`config.mk`:
```
export PLATFORM = sky130hd
export DESIGN_NAME = adcpk_top
export DESIGN_NICKNAME = d
export VERILOG_FILES = /design/src/hdl/adcpk_pkg.sv /design/src/hdl/adcpk_top.sv /design/src/hdl/adcpk_sender.sv
export VERILOG_INCLUDE_DIRS = /design/src /design/src/hdl
export SDC_FILE = /design/constraint.sdc
export NUM_CORES = 1
export LEC_CHECK = 0
export BUFFER_PORTS_ARGS = -buffer_cell sky130_fd_sc_hd__buf_2
export CAP_MARGIN = 10
export CORE_ASPECT_RATIO = 0.8
export CORE_UTILIZATION = 56
export CTS_BUF_LIST = sky130_fd_sc_hd__clkbuf_2
export CTS_CLUSTER_DIAMETER = 60
export DETAILED_ROUTE_END_ITERATION = 8
export GPL_TIMING_DRIVEN = 0
export MAX_ROUTING_LAYER = met4
export PLACE_DENSITY_LB_ADDON = 0.15
export SLEW_MARGIN = 20
export SYNTH_ARGS = -nofsm -noshare
export SYNTH_HDL_FRONTEND = slang
export SYNTH_SLANG_ARGS = --single-unit
```
`constraint.sdc`:
```
create_clock -name i_clk -period 20.4 [get_ports i_clk]
set_input_delay 2.04 -clock i_clk [delete_from_list [all_inputs] [get_ports i_clk]]
set_output_delay 2.04 -clock i_clk [all_outputs]
set_load 0.1 [all_outputs]
```
`src/hdl/adcpk_defines.svh`:
```
// register offsets, field positions, reset values and counts for the sample packetizer
`ifndef ADCPK_DEFINES_SVH
`define ADCPK_DEFINES_SVH

// ======
// register map (byte offsets, 32-bit words)
`define ADCPK_NUM_INPUTS     8
`define ADCPK_OFF_INPUT6     6'h18
`define ADCPK_OFF_INPUT7     6'h1c
`define ADCPK_OFF_GEN        6'h20
`define ADCPK_IDX_GEN        4'h8

// ======
// per-input route register fields
`define ADCPK_RT_DEST_MSB    31
`define ADCPK_RT_DEST_LSB    8
`define ADCPK_RT_EN_BIT      0
`define ADCPK_RT_DEST_RST    24'h000000
`define ADCPK_RT_EN_RST      1'b0

// ======
// general control register fields
`define ADCPK_GEN_DROP_BIT   24
`define ADCPK_GEN_WID_MSB    17
`define ADCPK_GEN_WID_LSB    16
`define ADCPK_GEN_SPP_MSB    15
`define ADCPK_GEN_SPP_LSB    8
`define ADCPK_GEN_CAL_BIT    1
`define ADCPK_GEN_EN_BIT     0
`define ADCPK_GEN_DROP_RST   1'b1
`define ADCPK_GEN_WID_RST    2'h1
`define ADCPK_GEN_SPP_RST    8'h01
`define ADCPK_GEN_CAL_RST    1'b0
`define ADCPK_GEN_EN_RST     1'b0

// ======
// sample width codes and calibration count
`define ADCPK_WID_8          2'h0
`define ADCPK_WID_16         2'h1
`define ADCPK_WID_RSV        2'h2
`define ADCPK_WID_32         2'h3
`define ADCPK_CAL_PULSES     3'h6

`endif

```
`src/hdl/adcpk_pkg.sv`:
```
// types shared by the sample packetizer modules
package adcpk_pkg;

   // ======
   // per-input routing setting
   typedef struct packed {
      logic [23:0] dest;
      logic        en;
   } adcpk_route_s;

   // ======
   // one aligned sample handed to the byte sender
   typedef struct packed {
      logic [31:0] data;
      logic [2:0]  nbytes;
      logic        last;
      logic [23:0] dest;
   } adcpk_sample_s;

   typedef enum logic [1:0] {
      ADCPK_SEQ_IDLE,
      ADCPK_SEQ_CONV
   } adcpk_seq_e;

   typedef enum logic [1:0] {
      ADCPK_TX_IDLE,
      ADCPK_TX_DATA,
      ADCPK_TX_END
   } adcpk_tx_e;

endpackage

```
`src/hdl/adcpk_top.sv`:
```
// sample packetizer control: registers, input sequencing, calibration and packets
`timescale 1ns/1ns
`default_nettype none
`include "adcpk_defines.svh"

// Behaviour
// - each input register holds the upper 24 destination bits, reset zero
// - bit 0 enables the input, reset zero; bits 7:1 reserved read-only
// - dropped flag set by hardware, cleared by reading the general register
// - samples left aligned; width code 0 gives 8 bits; code 2 reserved
// - width code 1 sends 16-bit samples, low four bits zero, msb first
// - width code 3 sends 32-bit samples, low 20 bits zero, msb first
// - eight-bit field sets samples per packet before the packet ends
// - samples per packet zero keeps packet open until a register access
// - general bit 1 selects the internal 0.8V calibration reference
// - general bit 0 enables conversion; input registers then read-only
// - first six pulses after enabling calibrate and produce no packets
// - from the seventh pulse each sample goes to its destination
// - six-pulse calibration repeats on every zero-to-one enable transition
// - a sampling pulse rising edge while idle converts the next enabled input, 12 bits
// - eight input registers at word stride from zero, then general register
module adcpk_top
   import adcpk_pkg::*;
#(
   parameter int NUM_INPUTS = `ADCPK_NUM_INPUTS
)(
   input  wire logic        i_clk,
   input  wire logic        i_rst_n,
   input  wire logic        i_reg_req,
   input  wire logic        i_reg_wr,
   input  wire logic [5:0]  i_reg_addr,
   input  wire logic [31:0] i_reg_wdata,
   output logic             o_reg_ack,
   output logic [31:0]      o_reg_rdata,
   input  wire logic        i_sample_pulse,
   output logic             o_conv_start,
   output logic [2:0]       o_conv_input,
   output logic             o_cal_ref_sel,
   input  wire logic        i_conv_done,
   input  wire logic [11:0] i_conv_result,
   output logic             o_tx_valid,
   output logic [7:0]       o_tx_data,
   output logic             o_tx_end,
   output logic [23:0]      o_tx_dest,
   input  wire logic        i_tx_ready
);

   // ======
   // helpers

   // left-align a 12-bit result into the word and give its byte count
   function automatic logic [34:0] align_sample(input logic [11:0] res, input logic [1:0] wid);
      logic [34:0] r;
      r = 35'h000000000;
      case (wid)
         `ADCPK_WID_8:  r = {res[11:4], 24'h000000, 3'h1};
         `ADCPK_WID_16: r = {res, 4'h0, 16'h0000, 3'h2};
         `ADCPK_WID_32: r = {res, 20'h00000, 3'h4};
         default:       r = 35'h000000000;
      endcase
      return r;
   endfunction

   // next enabled input after cur, wrapping; bit 3 flags that one was found
   function automatic logic [3:0] next_input(input adcpk_route_s rt [NUM_INPUTS],
                                             input logic [2:0] cur);
      logic [3:0] r;
      logic [2:0] k;
      r = 4'h0;
      for (int i = 1; i <= NUM_INPUTS; i++) begin
         k = 3'((int'(cur) + i) % NUM_INPUTS);
         if (rt[k].en && !r[3]) begin
            r = {1'b1, k};
         end
      end
      return r;
   endfunction

   // ======
   // reset release through two flops
   logic rst_meta_r;
   logic rst_n_r;

   always_ff @(posedge i_clk or negedge i_rst_n) begin
      if (!i_rst_n) begin
         rst_meta_r <= 1'b0;
         rst_n_r    <= 1'b0;
      end else begin
         rst_meta_r <= 1'b1;
         rst_n_r    <= rst_meta_r;
      end
   end

   // ======
   // register state
   adcpk_route_s route_r [NUM_INPUTS];
   logic [1:0]   wid_r;
   logic [7:0]   spp_r;
   logic         cal_r;
   logic         en_r;
   logic         drop_r;
   logic         drop_set;
   logic [3:0]   acc_idx;
   logic         acc_wr;
   logic         acc_rd_gen;
   logic         acc_wr_gen;

   assign acc_idx    = i_reg_addr[5:2];
   assign acc_wr     = i_reg_req && i_reg_wr;
   assign acc_rd_gen = i_reg_req && !i_reg_wr && (acc_idx == `ADCPK_IDX_GEN);
   assign acc_wr_gen = acc_wr && (acc_idx == `ADCPK_IDX_GEN);

   // input routing words; writes are ignored while conversion is enabled
   always_ff @(posedge i_clk or negedge rst_n_r) begin
      if (!rst_n_r) begin
         for (int i = 0; i < NUM_INPUTS; i++) begin
            route_r[i].dest <= `ADCPK_RT_DEST_RST;
            route_r[i].en   <= `ADCPK_RT_EN_RST;
         end
      end else if (acc_wr && !en_r && (acc_idx < 4'(NUM_INPUTS))) begin
         route_r[acc_idx[2:0]].dest <= i_reg_wdata[`ADCPK_RT_DEST_MSB:`ADCPK_RT_DEST_LSB];
         route_r[acc_idx[2:0]].en   <= i_reg_wdata[`ADCPK_RT_EN_BIT];
      end
   end

   // general control fields
   always_ff @(posedge i_clk or negedge rst_n_r) begin
      if (!rst_n_r) begin
         wid_r <= `ADCPK_GEN_WID_RST;
         spp_r <= `ADCPK_GEN_SPP_RST;
         cal_r <= `ADCPK_GEN_CAL_RST;
         en_r  <= `ADCPK_GEN_EN_RST;
      end else if (acc_wr_gen) begin
         wid_r <= i_reg_wdata[`ADCPK_GEN_WID_MSB:`ADCPK_GEN_WID_LSB];
         spp_r <= i_reg_wdata[`ADCPK_GEN_SPP_MSB:`ADCPK_GEN_SPP_LSB];
         cal_r <= i_reg_wdata[`ADCPK_GEN_CAL_BIT];
         en_r  <= i_reg_wdata[`ADCPK_GEN_EN_BIT];
      end
   end

   // dropped flag: a new drop in the read cycle survives the clear
   always_ff @(posedge i_clk or negedge rst_n_r) begin
      if (!rst_n_r) begin
         drop_r <= `ADCPK_GEN_DROP_RST;
      end else begin
         drop_r <= drop_set || (drop_r && !acc_rd_gen);
      end
   end

   // read data and acknowledge one cycle after the request
   always_ff @(posedge i_clk or negedge rst_n_r) begin
      if (!rst_n_r) begin
         o_reg_ack   <= 1'b0;
         o_reg_rdata <= 32'h00000000;
      end else begin
         o_reg_ack   <= i_reg_req;
         o_reg_rdata <= 32'h00000000;
         if (i_reg_req && !i_reg_wr) begin
            if (acc_idx < 4'(NUM_INPUTS)) begin
               o_reg_rdata <= {route_r[acc_idx[2:0]].dest, 7'h00, route_r[acc_idx[2:0]].en};
            end else if (acc_idx == `ADCPK_IDX_GEN) begin
               o_reg_rdata <= {7'h00, drop_r, 6'h00, wid_r, spp_r, 6'h00, cal_r, en_r};
            end
         end
      end
   end

   assign o_cal_ref_sel = cal_r;

   // ======
   // calibration pulse counting
   logic       en_prev_r;
   logic       pulse_prev_r;
   logic       pulse_rise;
   logic [2:0] cal_cnt_r;
   logic       calibrating;
   adcpk_seq_e seq_r;
   logic       take_pulse;

   assign pulse_rise  = i_sample_pulse && !pulse_prev_r;
   assign calibrating = (cal_cnt_r < `ADCPK_CAL_PULSES);
   assign take_pulse  = pulse_rise && en_r && (seq_r == ADCPK_SEQ_IDLE);

   always_ff @(posedge i_clk or negedge rst_n_r) begin
      if (!rst_n_r) begin
         en_prev_r    <= 1'b0;
         pulse_prev_r <= 1'b0;
      end else begin
         en_prev_r    <= en_r;
         pulse_prev_r <= i_sample_pulse;
      end
   end

   // every rising enable restarts the six-pulse calibration
   always_ff @(posedge i_clk or negedge rst_n_r) begin
      if (!rst_n_r) begin
         cal_cnt_r <= 3'h0;
      end else if (en_r && !en_prev_r) begin
         cal_cnt_r <= 3'h0;
      end else if (take_pulse && calibrating) begin
         cal_cnt_r <= cal_cnt_r + 3'h1;
      end
   end

   // ======
   // conversion sequencer
   logic [2:0]    cur_r;
   logic          discard_r;
   logic [3:0]    nxt;
   logic          send_busy;
   logic          load;
   logic [34:0]   aligned;
   adcpk_sample_s smp;
   logic [7:0]    pkt_cnt_r;
   logic          open_r;
   logic          close_pend_r;
   logic          close;
   logic [23:0]   last_dest_r;

   assign nxt = next_input(route_r, cur_r);

   always_ff @(posedge i_clk or negedge rst_n_r) begin
      if (!rst_n_r) begin
         seq_r        <= ADCPK_SEQ_IDLE;
         cur_r        <= 3'h7;
         discard_r    <= 1'b0;
         o_conv_start <= 1'b0;
         o_conv_input <= 3'h0;
      end else begin
         o_conv_start <= 1'b0;
         case (seq_r)
            ADCPK_SEQ_IDLE: begin
               // after calibration, a pulse that finds no enabled input converts nothing
               if (take_pulse && (calibrating || nxt[3])) begin
                  o_conv_start <= 1'b1;
                  o_conv_input <= nxt[3] ? nxt[2:0] : cur_r;
                  cur_r        <= nxt[3] ? nxt[2:0] : cur_r;
                  discard_r    <= calibrating;
                  seq_r        <= ADCPK_SEQ_CONV;
               end
            end
            ADCPK_SEQ_CONV: begin
               // pulses arriving mid-conversion are lost on purpose
               if (i_conv_done) begin
                  seq_r <= ADCPK_SEQ_IDLE;
               end
            end
            default: begin
               seq_r <= ADCPK_SEQ_IDLE;
            end
         endcase
      end
   end

   // result path: calibration results and reserved width never leave
   assign aligned  = align_sample(i_conv_result, wid_r);
   assign load     = (seq_r == ADCPK_SEQ_CONV) && i_conv_done && !discard_r &&
                     (wid_r != `ADCPK_WID_RSV) && !send_busy;
   assign drop_set = (seq_r == ADCPK_SEQ_CONV) && i_conv_done && !discard_r &&
                     (wid_r != `ADCPK_WID_RSV) && send_busy;
   assign smp = '{data: aligned[34:3], nbytes: aligned[2:0], dest: route_r[cur_r].dest,
                  last: (spp_r != 8'h00) && (pkt_cnt_r + 8'h01 == spp_r)};
   assign close      = close_pend_r && !load && !send_busy;

   // ======
   // packet bookkeeping
   always_ff @(posedge i_clk or negedge rst_n_r) begin
      if (!rst_n_r) begin
         pkt_cnt_r   <= 8'h00;
         open_r      <= 1'b0;
         last_dest_r <= 24'h000000;
      end else if (load) begin
         pkt_cnt_r   <= smp.last ? 8'h00 : pkt_cnt_r + 8'h01;
         open_r      <= !smp.last;
         last_dest_r <= smp.dest;
      end else if (close) begin
         pkt_cnt_r <= 8'h00;
         open_r    <= 1'b0;
      end
   end

   // a register access ends an open packet; a new access wins over the clear
   always_ff @(posedge i_clk or negedge rst_n_r) begin
      if (!rst_n_r) begin
         close_pend_r <= 1'b0;
      end else begin
         close_pend_r <= (i_reg_req && open_r) || (close_pend_r && !close && open_r);
      end
   end

   // ======
   // byte sender
   adcpk_sender u_sender (
      .i_clk        (i_clk),
      .i_rst_n      (rst_n_r),
      .i_load       (load),
      .i_sample     (smp),
      .i_close      (close),
      .i_close_dest (last_dest_r),
      .o_busy       (send_busy),
      .o_tx_valid   (o_tx_valid),
      .o_tx_data    (o_tx_data),
      .o_tx_end     (o_tx_end),
      .o_tx_dest    (o_tx_dest),
      .i_tx_ready   (i_tx_ready)
   );

endmodule
`default_nettype wire

```
`src/hdl/adcpk_sender.sv`:
```
// byte sender: streams one sample msb first and closes packets with an end token
`timescale 1ns/1ns
`default_nettype none
`include "adcpk_defines.svh"

module adcpk_sender
   import adcpk_pkg::*;
(
   input  wire logic          i_clk,
   input  wire logic          i_rst_n,
   input  wire logic          i_load,
   input  wire adcpk_sample_s i_sample,
   input  wire logic          i_close,
   input  wire logic [23:0]   i_close_dest,
   output logic               o_busy,
   output logic               o_tx_valid,
   output logic [7:0]         o_tx_data,
   output logic               o_tx_end,
   output logic [23:0]        o_tx_dest,
   input  wire logic          i_tx_ready
);

   adcpk_tx_e   state_r;
   logic [31:0] shift_r;
   logic [2:0]  left_r;
   logic        last_r;
   logic [23:0] dest_r;

   // ======
   // byte sequencing; load wins over close when both are offered
   always_ff @(posedge i_clk or negedge i_rst_n) begin
      if (!i_rst_n) begin
         state_r <= ADCPK_TX_IDLE;
         shift_r <= 32'h00000000;
         left_r  <= 3'h0;
         last_r  <= 1'b0;
         dest_r  <= 24'h000000;
      end else begin
         case (state_r)
            ADCPK_TX_IDLE: begin
               if (i_load) begin
                  shift_r <= i_sample.data;
                  left_r  <= i_sample.nbytes;
                  last_r  <= i_sample.last;
                  dest_r  <= i_sample.dest;
                  state_r <= ADCPK_TX_DATA;
               end else if (i_close) begin
                  dest_r  <= i_close_dest;
                  state_r <= ADCPK_TX_END;
               end
            end
            ADCPK_TX_DATA: begin
               if (i_tx_ready) begin
                  // most significant byte leaves first
                  shift_r <= {shift_r[23:0], 8'h00};
                  left_r  <= left_r - 3'h1;
                  if (left_r == 3'h1) begin
                     state_r <= last_r ? ADCPK_TX_END : ADCPK_TX_IDLE;
                  end
               end
            end
            ADCPK_TX_END: begin
               if (i_tx_ready) begin
                  state_r <= ADCPK_TX_IDLE;
               end
            end
            default: begin
               state_r <= ADCPK_TX_IDLE;
            end
         endcase
      end
   end

   // handshake outputs decoded from state, data from the shift flops, zero outside the data state
   assign o_busy     = (state_r != ADCPK_TX_IDLE);
   assign o_tx_valid = (state_r != ADCPK_TX_IDLE);
   assign o_tx_end   = (state_r == ADCPK_TX_END);
   assign o_tx_data  = (state_r == ADCPK_TX_DATA) ? shift_r[31:24] : 8'h00;
   assign o_tx_dest  = dest_r;

endmodule
`default_nettype wire

```
# Word level (Yosys, flattened, before mapping)
# Cells that the tools add are included.
# W data, S select, Z words.
# totals
elab_cells	235
ram_bits	0
romBits	0
n_memories	0
register_bits	359
latchBits	0
output_inout_bits	72
input_bits	57
# classes
n_div	0
n_addsub	11
eq_ne	16
bitwise	10
multipliers	0
shift	0
n_reduce_logical	66
n_mux	77
order_cmp	13
# op_table
op	n
$bmux W25 S3	10
$bwmux W200	2
$demux W25 S3	2
$mux W25	6
$mux W32	4
$pmux W35 S3	1
$pmux W32 S2	1
$mux W24	2
$ge A4 B4 Y1 const B	10
$not A3 Y4	10
$logic_and A1 B1 Y1	32
$mux W4	8
$mux W8	4
$mux W1	21
$logic_not A1 Y1	17
$mux W2	8
$mux W3	5
$add A3 B3 Y3 const B	4
$add A3 B1 Y3 const B	3
$add A8 B1 Y8 const B	1
$eq A8 B8 Y1	1
$ne A2 B2 Y1 const B	4
$reduce_and A2 Y1	4
$reduce_bool A2 Y1	4
19 further kinds	29

# Logic depth before layout (Yosys ltp)
# Gate-level depths: netlist (run 1).
# depth
depth_word	31
depth_mapped	13
mapped_depth_nobuf	8

# Modules after synthesis
# Synthesis (run 1) repeated with hierarchy kept, for this count alone.
# hier_totals
cells_unflattened	1373
area_unflattened_um2	17677.0
# modules_own_cells
mod	n_inst	seq_area_each_um2	cells_each	area_each_um2
adcpk_top	1	7264.5	1152	14478.9
adcpk_sender	1	1551.5	221	3198.1

# Worst setup path after synthesis (run 1)
# OpenSTA, ideal clock, no wires.
# synth_path
path_kind	register to output
from	register u_sender.state_r[0]
to	output o_tx_data[0]
setup_slack_ps	16435
arrival_ps	1925
required_ps	18360
stages_incl_launch_ff	5
path_cell_list	dfrtp_1 > nor2b_1 > clkbuf_1 > clkbuf_1 > and2_1
# synth_via
elab_chain_len	2
# synth_lines
element	line	rtl
start: declaration	adcpk_sender.sv:23	adcpk_tx_e state_r;
start signal: assignment	adcpk_sender.sv:58	state_r <= last_r ? ADCPK_TX_END : ADCPK_TX_IDLE;
$eq A2 B1 Y1	adcpk_sender.sv:78	assign o_tx_data = (state_r == ADCPK_TX_DATA) ? shift_r[31:24] : 8'h00;
$mux W8	adcpk_sender.sv:78	
end: declaration	adcpk_top.sv:42	output logic [7:0] o_tx_data,
# Every way passes these cells.

# Worst setup path after layout (run 1)
# layout_path
from	register u_sender.state_r[0]
to	output o_tx_data[5]
# Same word-level chain as after synthesis.

==> flow_summary.toml, run 1 <==
[layout]
drive_above_1_share_pct = 40.4
layout_commonest_cell = "dfrtp_1"
mostFrequentLayoutCells = "325 x dfrtp_1, 244 x mux2_2, 125 x clkbuf_2"
nets = 1465
final_area_um2 = 17800
area_delta_synth_final_pct = 12.4

[sta]
final-setup-viol-count = 0
finalCritPeriodShare_pct = 24.8
timing.final.crit_period_ns = 5.06
slew_headroom_pct = 22.7
fmax_ghz = 0.198
report.final.slew_viol_count = 0
hold_violations = 0
worstMarginPinSlew_ns = 1.16
grt_setup_unrepaired = "false"
skew_ns = 0.0566
tns_ns = 0

[grt]
grt_pass1_vias = 11548
grt_pass1_wl_mm = 69.6
grt_max_degree = 58
grt.overflow.total = 0
grt_antenna_before_repair = 3
grt_usage_pct = 33.3

[drt]
wl_per_cell_um = 24.5
viasPerCell = 6.36
firstDrtPassIters = 8
drtIter0Drc = 1144
vias = 11631
antenna_left = 0
drc = 0
routed_wl_mm = 44.9

[power_and_ir_drop]
power_density_nw_per_um2 = 131
p_leak_nw = 8.34
max-vdd-ir-drop_v = 0.000104

[floorplanning]
rows = 54
die_w_um = 190
initial_core_util_pct = 57.5
coreArea_um2 = 27500
dieArea_um2 = 28900
die_h_um = 152
io-pin-count = 129

[yosys]
ys_seq_elements = 332
synth.area.top_cells = "dfrtp_1 52%, mux2_2 17%, mux4_2 8.0%"
async_flop_share_pct = 100
synth_edf_count = 0
synth_top_area_share_pct = 51.6
netlist_area_um2 = 15800
synth_cells = 1193
yosys.area.top_type = "dfrtp_1"
ys_types = 62
avgSynthCellArea_um2 = 13.3
yosysSeqAreaShare_pct = 52.6
synth_ff_type = "dfrtp_1"
yosys_warnings = 0

[setup_path]
crit_fanout = 10
crit_type = "flip-flop to output pin"
worstPathArrival_ns = 3.02
critPathLaunchType = "flip-flop"
required_ns = 18.36
cp-end-kind = "output pin"

[clocking]
cts_root_buffer = "clkbuf_2"
post-cts-setup-buffers = 0
cts_resized = 0
htreeDepth = 3
cts_inserted_buffers = 81
cts.path.max_buffers = 3
cts_hold_buffers = 0
clk_latency_ns = 0.95
clock_sinks = 332
clkTransAtPathRegs_ns = 0.11
cts_tree = "built"

[placement]
gp_congestion = 0.908
place_area_um2 = 17100
dpl.hpwl_mm = 30.6
io_buffers = 111

[hold_path]
worstHoldPathType = "flip-flop to async pin"

[run_status]
outcome = "finished clean"

[run]
max_cap_viol_count = 0
## cell type report
cell class,instances,area [um^2]
buffer,81,359
inverter,19,71.3
fill,2139,9720
sequential,332,8320
multi-input combinational,766,7120
timing repair buffer,121,747
antenna,3,7.51
tap,364,455
clock buffer,125,626
clock inverter,18,76.3
## synth_stat cells (10+ instances only)
master,number
dfrtp_1,326
mux2_2,244
a22oi_1,86
clkbuf_1,56
mux4_2,56
nand2_1,55
a21oi_1,49
nor2_1,39
mux2i_1,28
a22o_1,23
o21ai_0,20
inv_1,16
a31oi_1,15
nand4_1,15
a221oi_1,13
and2_1,11
nand3_1,10
## critical path, cell delays in order (launching register included)
cell and delay, ns:
dfrtp_1 0.44, nor2b_1 0.31, clkbuf_1 0.40, clkbuf_1 0.37, and2_1 0.19, buf_2 0.42
## metrics by stage
step | power (mW) | utilization (%) | instances | worst slack, ns | hold WS, ns
floorplan | 1.64 | - | 1198 | 10.47 | 0.331
global placement | 1.87 | 61.3 | 1673 | 6.80 | 0.337
detailed placement | 1.89 | 62.1 | 1683 | 15.63 | 0.249
CTS | 2.32 | 64.6 | 1826 | 15.30 | 0.226
global route | 2.44 | 64.6 | 1829 | 15.06 | 0.239
finish | 2.32 | 64.6 | 1829 | 15.34 | 0.210
## power by group
part | switching (mW) | internal [mW]
combinational | 0.602 | 0.375
clock | 0.269 | 0.161
sequential | 0.108 | 0.809
## final timing paths
kind | from | end | slack, ns | cells past startpoint
hold reg to reg | rst_n_r | route_r[47] | 0.21 | 0
min in group i_clk | rst_meta_r | rst_n_r | 0.36 | 0
hold / removal | rst_n_r | route_r[47] | 0.21 | 0
setup reg to reg | cur_r[0] | o_conv_input[1] | 16.38 | 12
setup / recovery | u_sender.state_r[0] | o_tx_data[5] | 15.34 | 5
max in group asynchronous | rst_n_r | cur_r[1] | 18.91 | 3
## flip-flops by register name, summed over array words and instances, names as in the netlist, 3 cells and up
register / flops
route_r: 200
cal_cnt_r: 3
pkt_cnt_r: 8
o_reg_rdata: 26
u_sender.left_r: 3
spp_r: 8
u_sender.shift_r: 12
cur_r: 3
u_sender.o_tx_dest: 24
last_dest_r: 24
o_conv_input: 3
## logic make-up (layout without fill, tap and decap cells)
| group | Yosys count | in the layout | synth area share, % |
|---|---|---|---|
| adders and majority gates | 6 | 6 | 0.474 |
| AOI/OAI and AO/OA | 238 | 238 | 10.5 |
| buffers and inverters | 100 | 364 | 2.72 |
| other | 2 | 10 | 0.0475 |
| and+or+nand+nor | 166 | 166 | 5.17 |
| DFF | 332 | 332 | 52.6 |
| xor gates and xnor gates | 20 | 20 | 1.28 |
| muxes | 329 | 329 | 27.2 |
## layer usage
| metal | part of all wire, % | track usage (%) | vias up |
|---|---|---|---|
| li1 | - | - | 5004 |
| met1 | 43 | 46.8 | 5946 |
| met2 | 45 | 46.9 | 568 |
| met3 | 9.2 | 8.38 | 113 |
| met4 | 3.1 | 11.9 | 0 |
| met5 | 0 | - | - |
Note: power is estimated with default switching activity, not from simulation.
==> inputs of run 2 (changes only) <==
- ABC_AREA: unset -> 1
- clock period: 20.4 -> 4.1 ns (I/O delays scaled with it)
==> run 2 against run 1 <==
Compared with the run above:
- first-iteration DRC count up 110%
- via count up 37%
- worst hold slack worse by 0.041 ns
- highest routed layer unchanged
- synthesized cell count up 56%
- critical endpoint is now o_conv_input[2]
- global-route usage up 9.1 points
- cell count up 39%
- synthesized area down 0.48%
- the flow now finishes with violations (design-rule violations)
- sequential share of layout area down 1.1 points
- die area down 0.48%
- critical path depth up 11
==> flow_summary.toml, run 2 <==
[run_status]
outcome = "finished with violations"
violations = "design-rule violations"

[grt]
grt.overflow.total = 0
grt_max_degree = 59
grt_usage_pct = 42.4
grt_pass1_wl_mm = 88.2
grt_pass1_vias = 15220
grt_antenna_before_repair = 1

[clocking]
clkTransAtPathRegs_ns = 0.11
clock_sinks = 332
cts_tree = "built"
cts_inserted_buffers = 83
clk_latency_ns = 1.01
cts.path.max_buffers = 3
cts_root_buffer = "clkbuf_2"
cts_resized = 0
htreeDepth = 3

[yosys]
synth_edf_count = 0
ys_seq_elements = 332
ys_types = 51
async_flop_share_pct = 100
synth_top_area_share_pct = 51.8
yosys.area.top_type = "dfrtp_1"
yosys-top-cells-count = "625 x nand2_1, 326 x dfrtp_1, 264 x o21ai_0, 113 x inv_1, 67 x clkbuf_1"
yosys.cell_count.top_type = "nand2_1"
synth_cells = 1866
synth.area.top_cells = "dfrtp_1 52%, nand2_1 15%, o21ai_0 8.4%"
yosys_warnings = 0
netlist_area_um2 = 15700
synth_ff_type = "dfrtp_1"
yosysSeqAreaShare_pct = 52.8
avgSynthCellArea_um2 = 8.44

[floorplanning]
initial_core_util_pct = 57.4
dieArea_um2 = 28800
rows = 54
die_w_um = 189
die_h_um = 152
coreArea_um2 = 27400
io-pin-count = 129

[sta]
report.final.slew_viol_count = 0
grt_setup_unrepaired = "false"
finalCritPeriodShare_pct = 81.6
final-setup-viol-count = 0
slew_headroom_pct = 18.6
worstMarginPinSlew_ns = 1.22
hold_violations = 0
setup_ws_ns = 0.753
skew_ns = 0.109
timing.final.crit_period_ns = 3.35
fmax_ghz = 0.299

[layout]
nets = 2184
area_delta_synth_final_pct = 15.7
fillers = 2344
layout_commonest_cell = "nand2_1"
reg.largest.list = "route_r x200, o_reg_rdata x26"
largest_register_ffs = 200
multi_input_area_um2 = 6460
drive_above_1_share_pct = 15.3
final_area_um2 = 18200
regArea_um2 = 8320
largest-register = "route_r"
mostFrequentLayoutCells = "625 x nand2_1, 325 x dfrtp_1, 264 x o21ai_0"

[setup_path]
cp-end-kind = "flip-flop"
critPathLaunchType = "flip-flop"
required_ns = 4.91
crit_type = "flip-flop to flip-flop"
worstPathArrival_ns = 4.16
crit_fanout = 10

[drt]
firstDrtPassIters = 9
vias = 15906
routed_wl_mm = 58.2
drtIter0Drc = 2457
drc = 2
viasPerCell = 6.24
antenna_left = 0
wl_per_cell_um = 22.8

[placement]
dpl.hpwl_mm = 38.3
gp_congestion = 0.996
pre_cts_slack_ns = 0.866
place_area_um2 = 16900
io_buffers = 112

[power_and_ir_drop]
power_density_nw_per_um2 = 677
p_leak_nw = 8.95
max-vdd-ir-drop_v = 0.000526

[run]
max_cap_viol_count = 0

[hold_path]
worstHoldPathType = "input pin to flip-flop"
==> run 2: area by class of cell <==
class	instances	share of cell area, %
Inverter	121	2.49
Clock inverter	32	1.18
Antenna cell	1	0.0137
Timing Repair Buffer	165	6.52
Tap cell	364	2.50
Buffer	119	2.99
Multi-Input combinational cell	1299	35.4
Clock buffer	117	3.21
Sequential cell	332	45.7
==> run 2: critical path: stages (launching register included) <==
cell and delay [ns]:
dfstp_2 0.42, inv_2 0.15, buf_2 0.27, clkbuf_1 0.48, ha_1 0.41, inv_1 0.24, nand3_1 0.18, nand3_1 0.13
nand2_1 0.12, inv_1 0.12, nand4_4 0.13, nor2_4 0.14, nand3_2 0.10, nand2_4 0.14, nor2_1 0.05, nand2_1 0.09
nand2_1 0.06
==> run 2: per-layer routing <==
metal / routed length [um] / vias up / global-route usage (%)
met5: 0 / - / -
met4: 3000 / 0 / 20.2
met3: 8750 / 265 / 15.6
met2: 24100 / 1228 / 58.0
met1: 22300 / 7544 / 55.5
li1: - / 6869 / -
==> run 2: worst paths after layout <==
check | slack (ns) | to | start | cells past startpoint
min in group asynchronous | 0.26 | route_r[65] | rst_n_r | 0
setup / recovery | 0.75 | o_conv_input[2] | cur_r[0] | 16
max in group asynchronous | 2.73 | cur_r[1] | rst_n_r | 2
setup reg to reg | 0.75 | o_conv_input[2] | cur_r[0] | 16
hold reg to reg | 0.26 | route_r[65] | rst_n_r | 0
hold / removal | 0.17 | o_reg_rdata[24] | i_reg_addr[4] | 6
==> run 2: cell families after synthesis <==
kind of cell    synth area share [%]
compound gates                  19.3
fa+ha+maj                      0.477
flops                           52.8
simple gates                    20.4
other cells                   0.0477
xor+xnor                       0.556
buf+inv                         6.35
==> run 2: per-stage QoR <==
step / TNS [ns] / hold WS, ns / total power, mW / util, % / std cells
CTS: 0 / 0.122 / 12.1 / 66.4 / 2549
detailed placement: 0 / 0.197 / 9.75 / 61.8 / 2353
global placement: -111.04 / 0.195 / 9.64 / 61.2 / 2347
finish: 0 / 0.169 / 12.3 / 66.4 / 2550
global route: 0 / 0.151 / 12.9 / 66.4 / 2550
floorplan: 0 / 0.114 / 8.32 / - / 1871
==> run 2: repair_timing <==
| action | in CTS | in global routing |
|---|---|---|
| buffers inserted | 0 | 0 |
| hold endpoints to repair | 239 | 0 |
| hold buffers | 47 | 0 |
==> run 2: power breakdown <==
group / internal [mW] / switching [mW] / total (mW)
sequential: 4.02 / 0.526 / 4.55
combinational: 1.47 / 3.90 / 5.38
clock: 0.966 / 1.44 / 2.40
total: 6.46 / 5.87 / 12.3
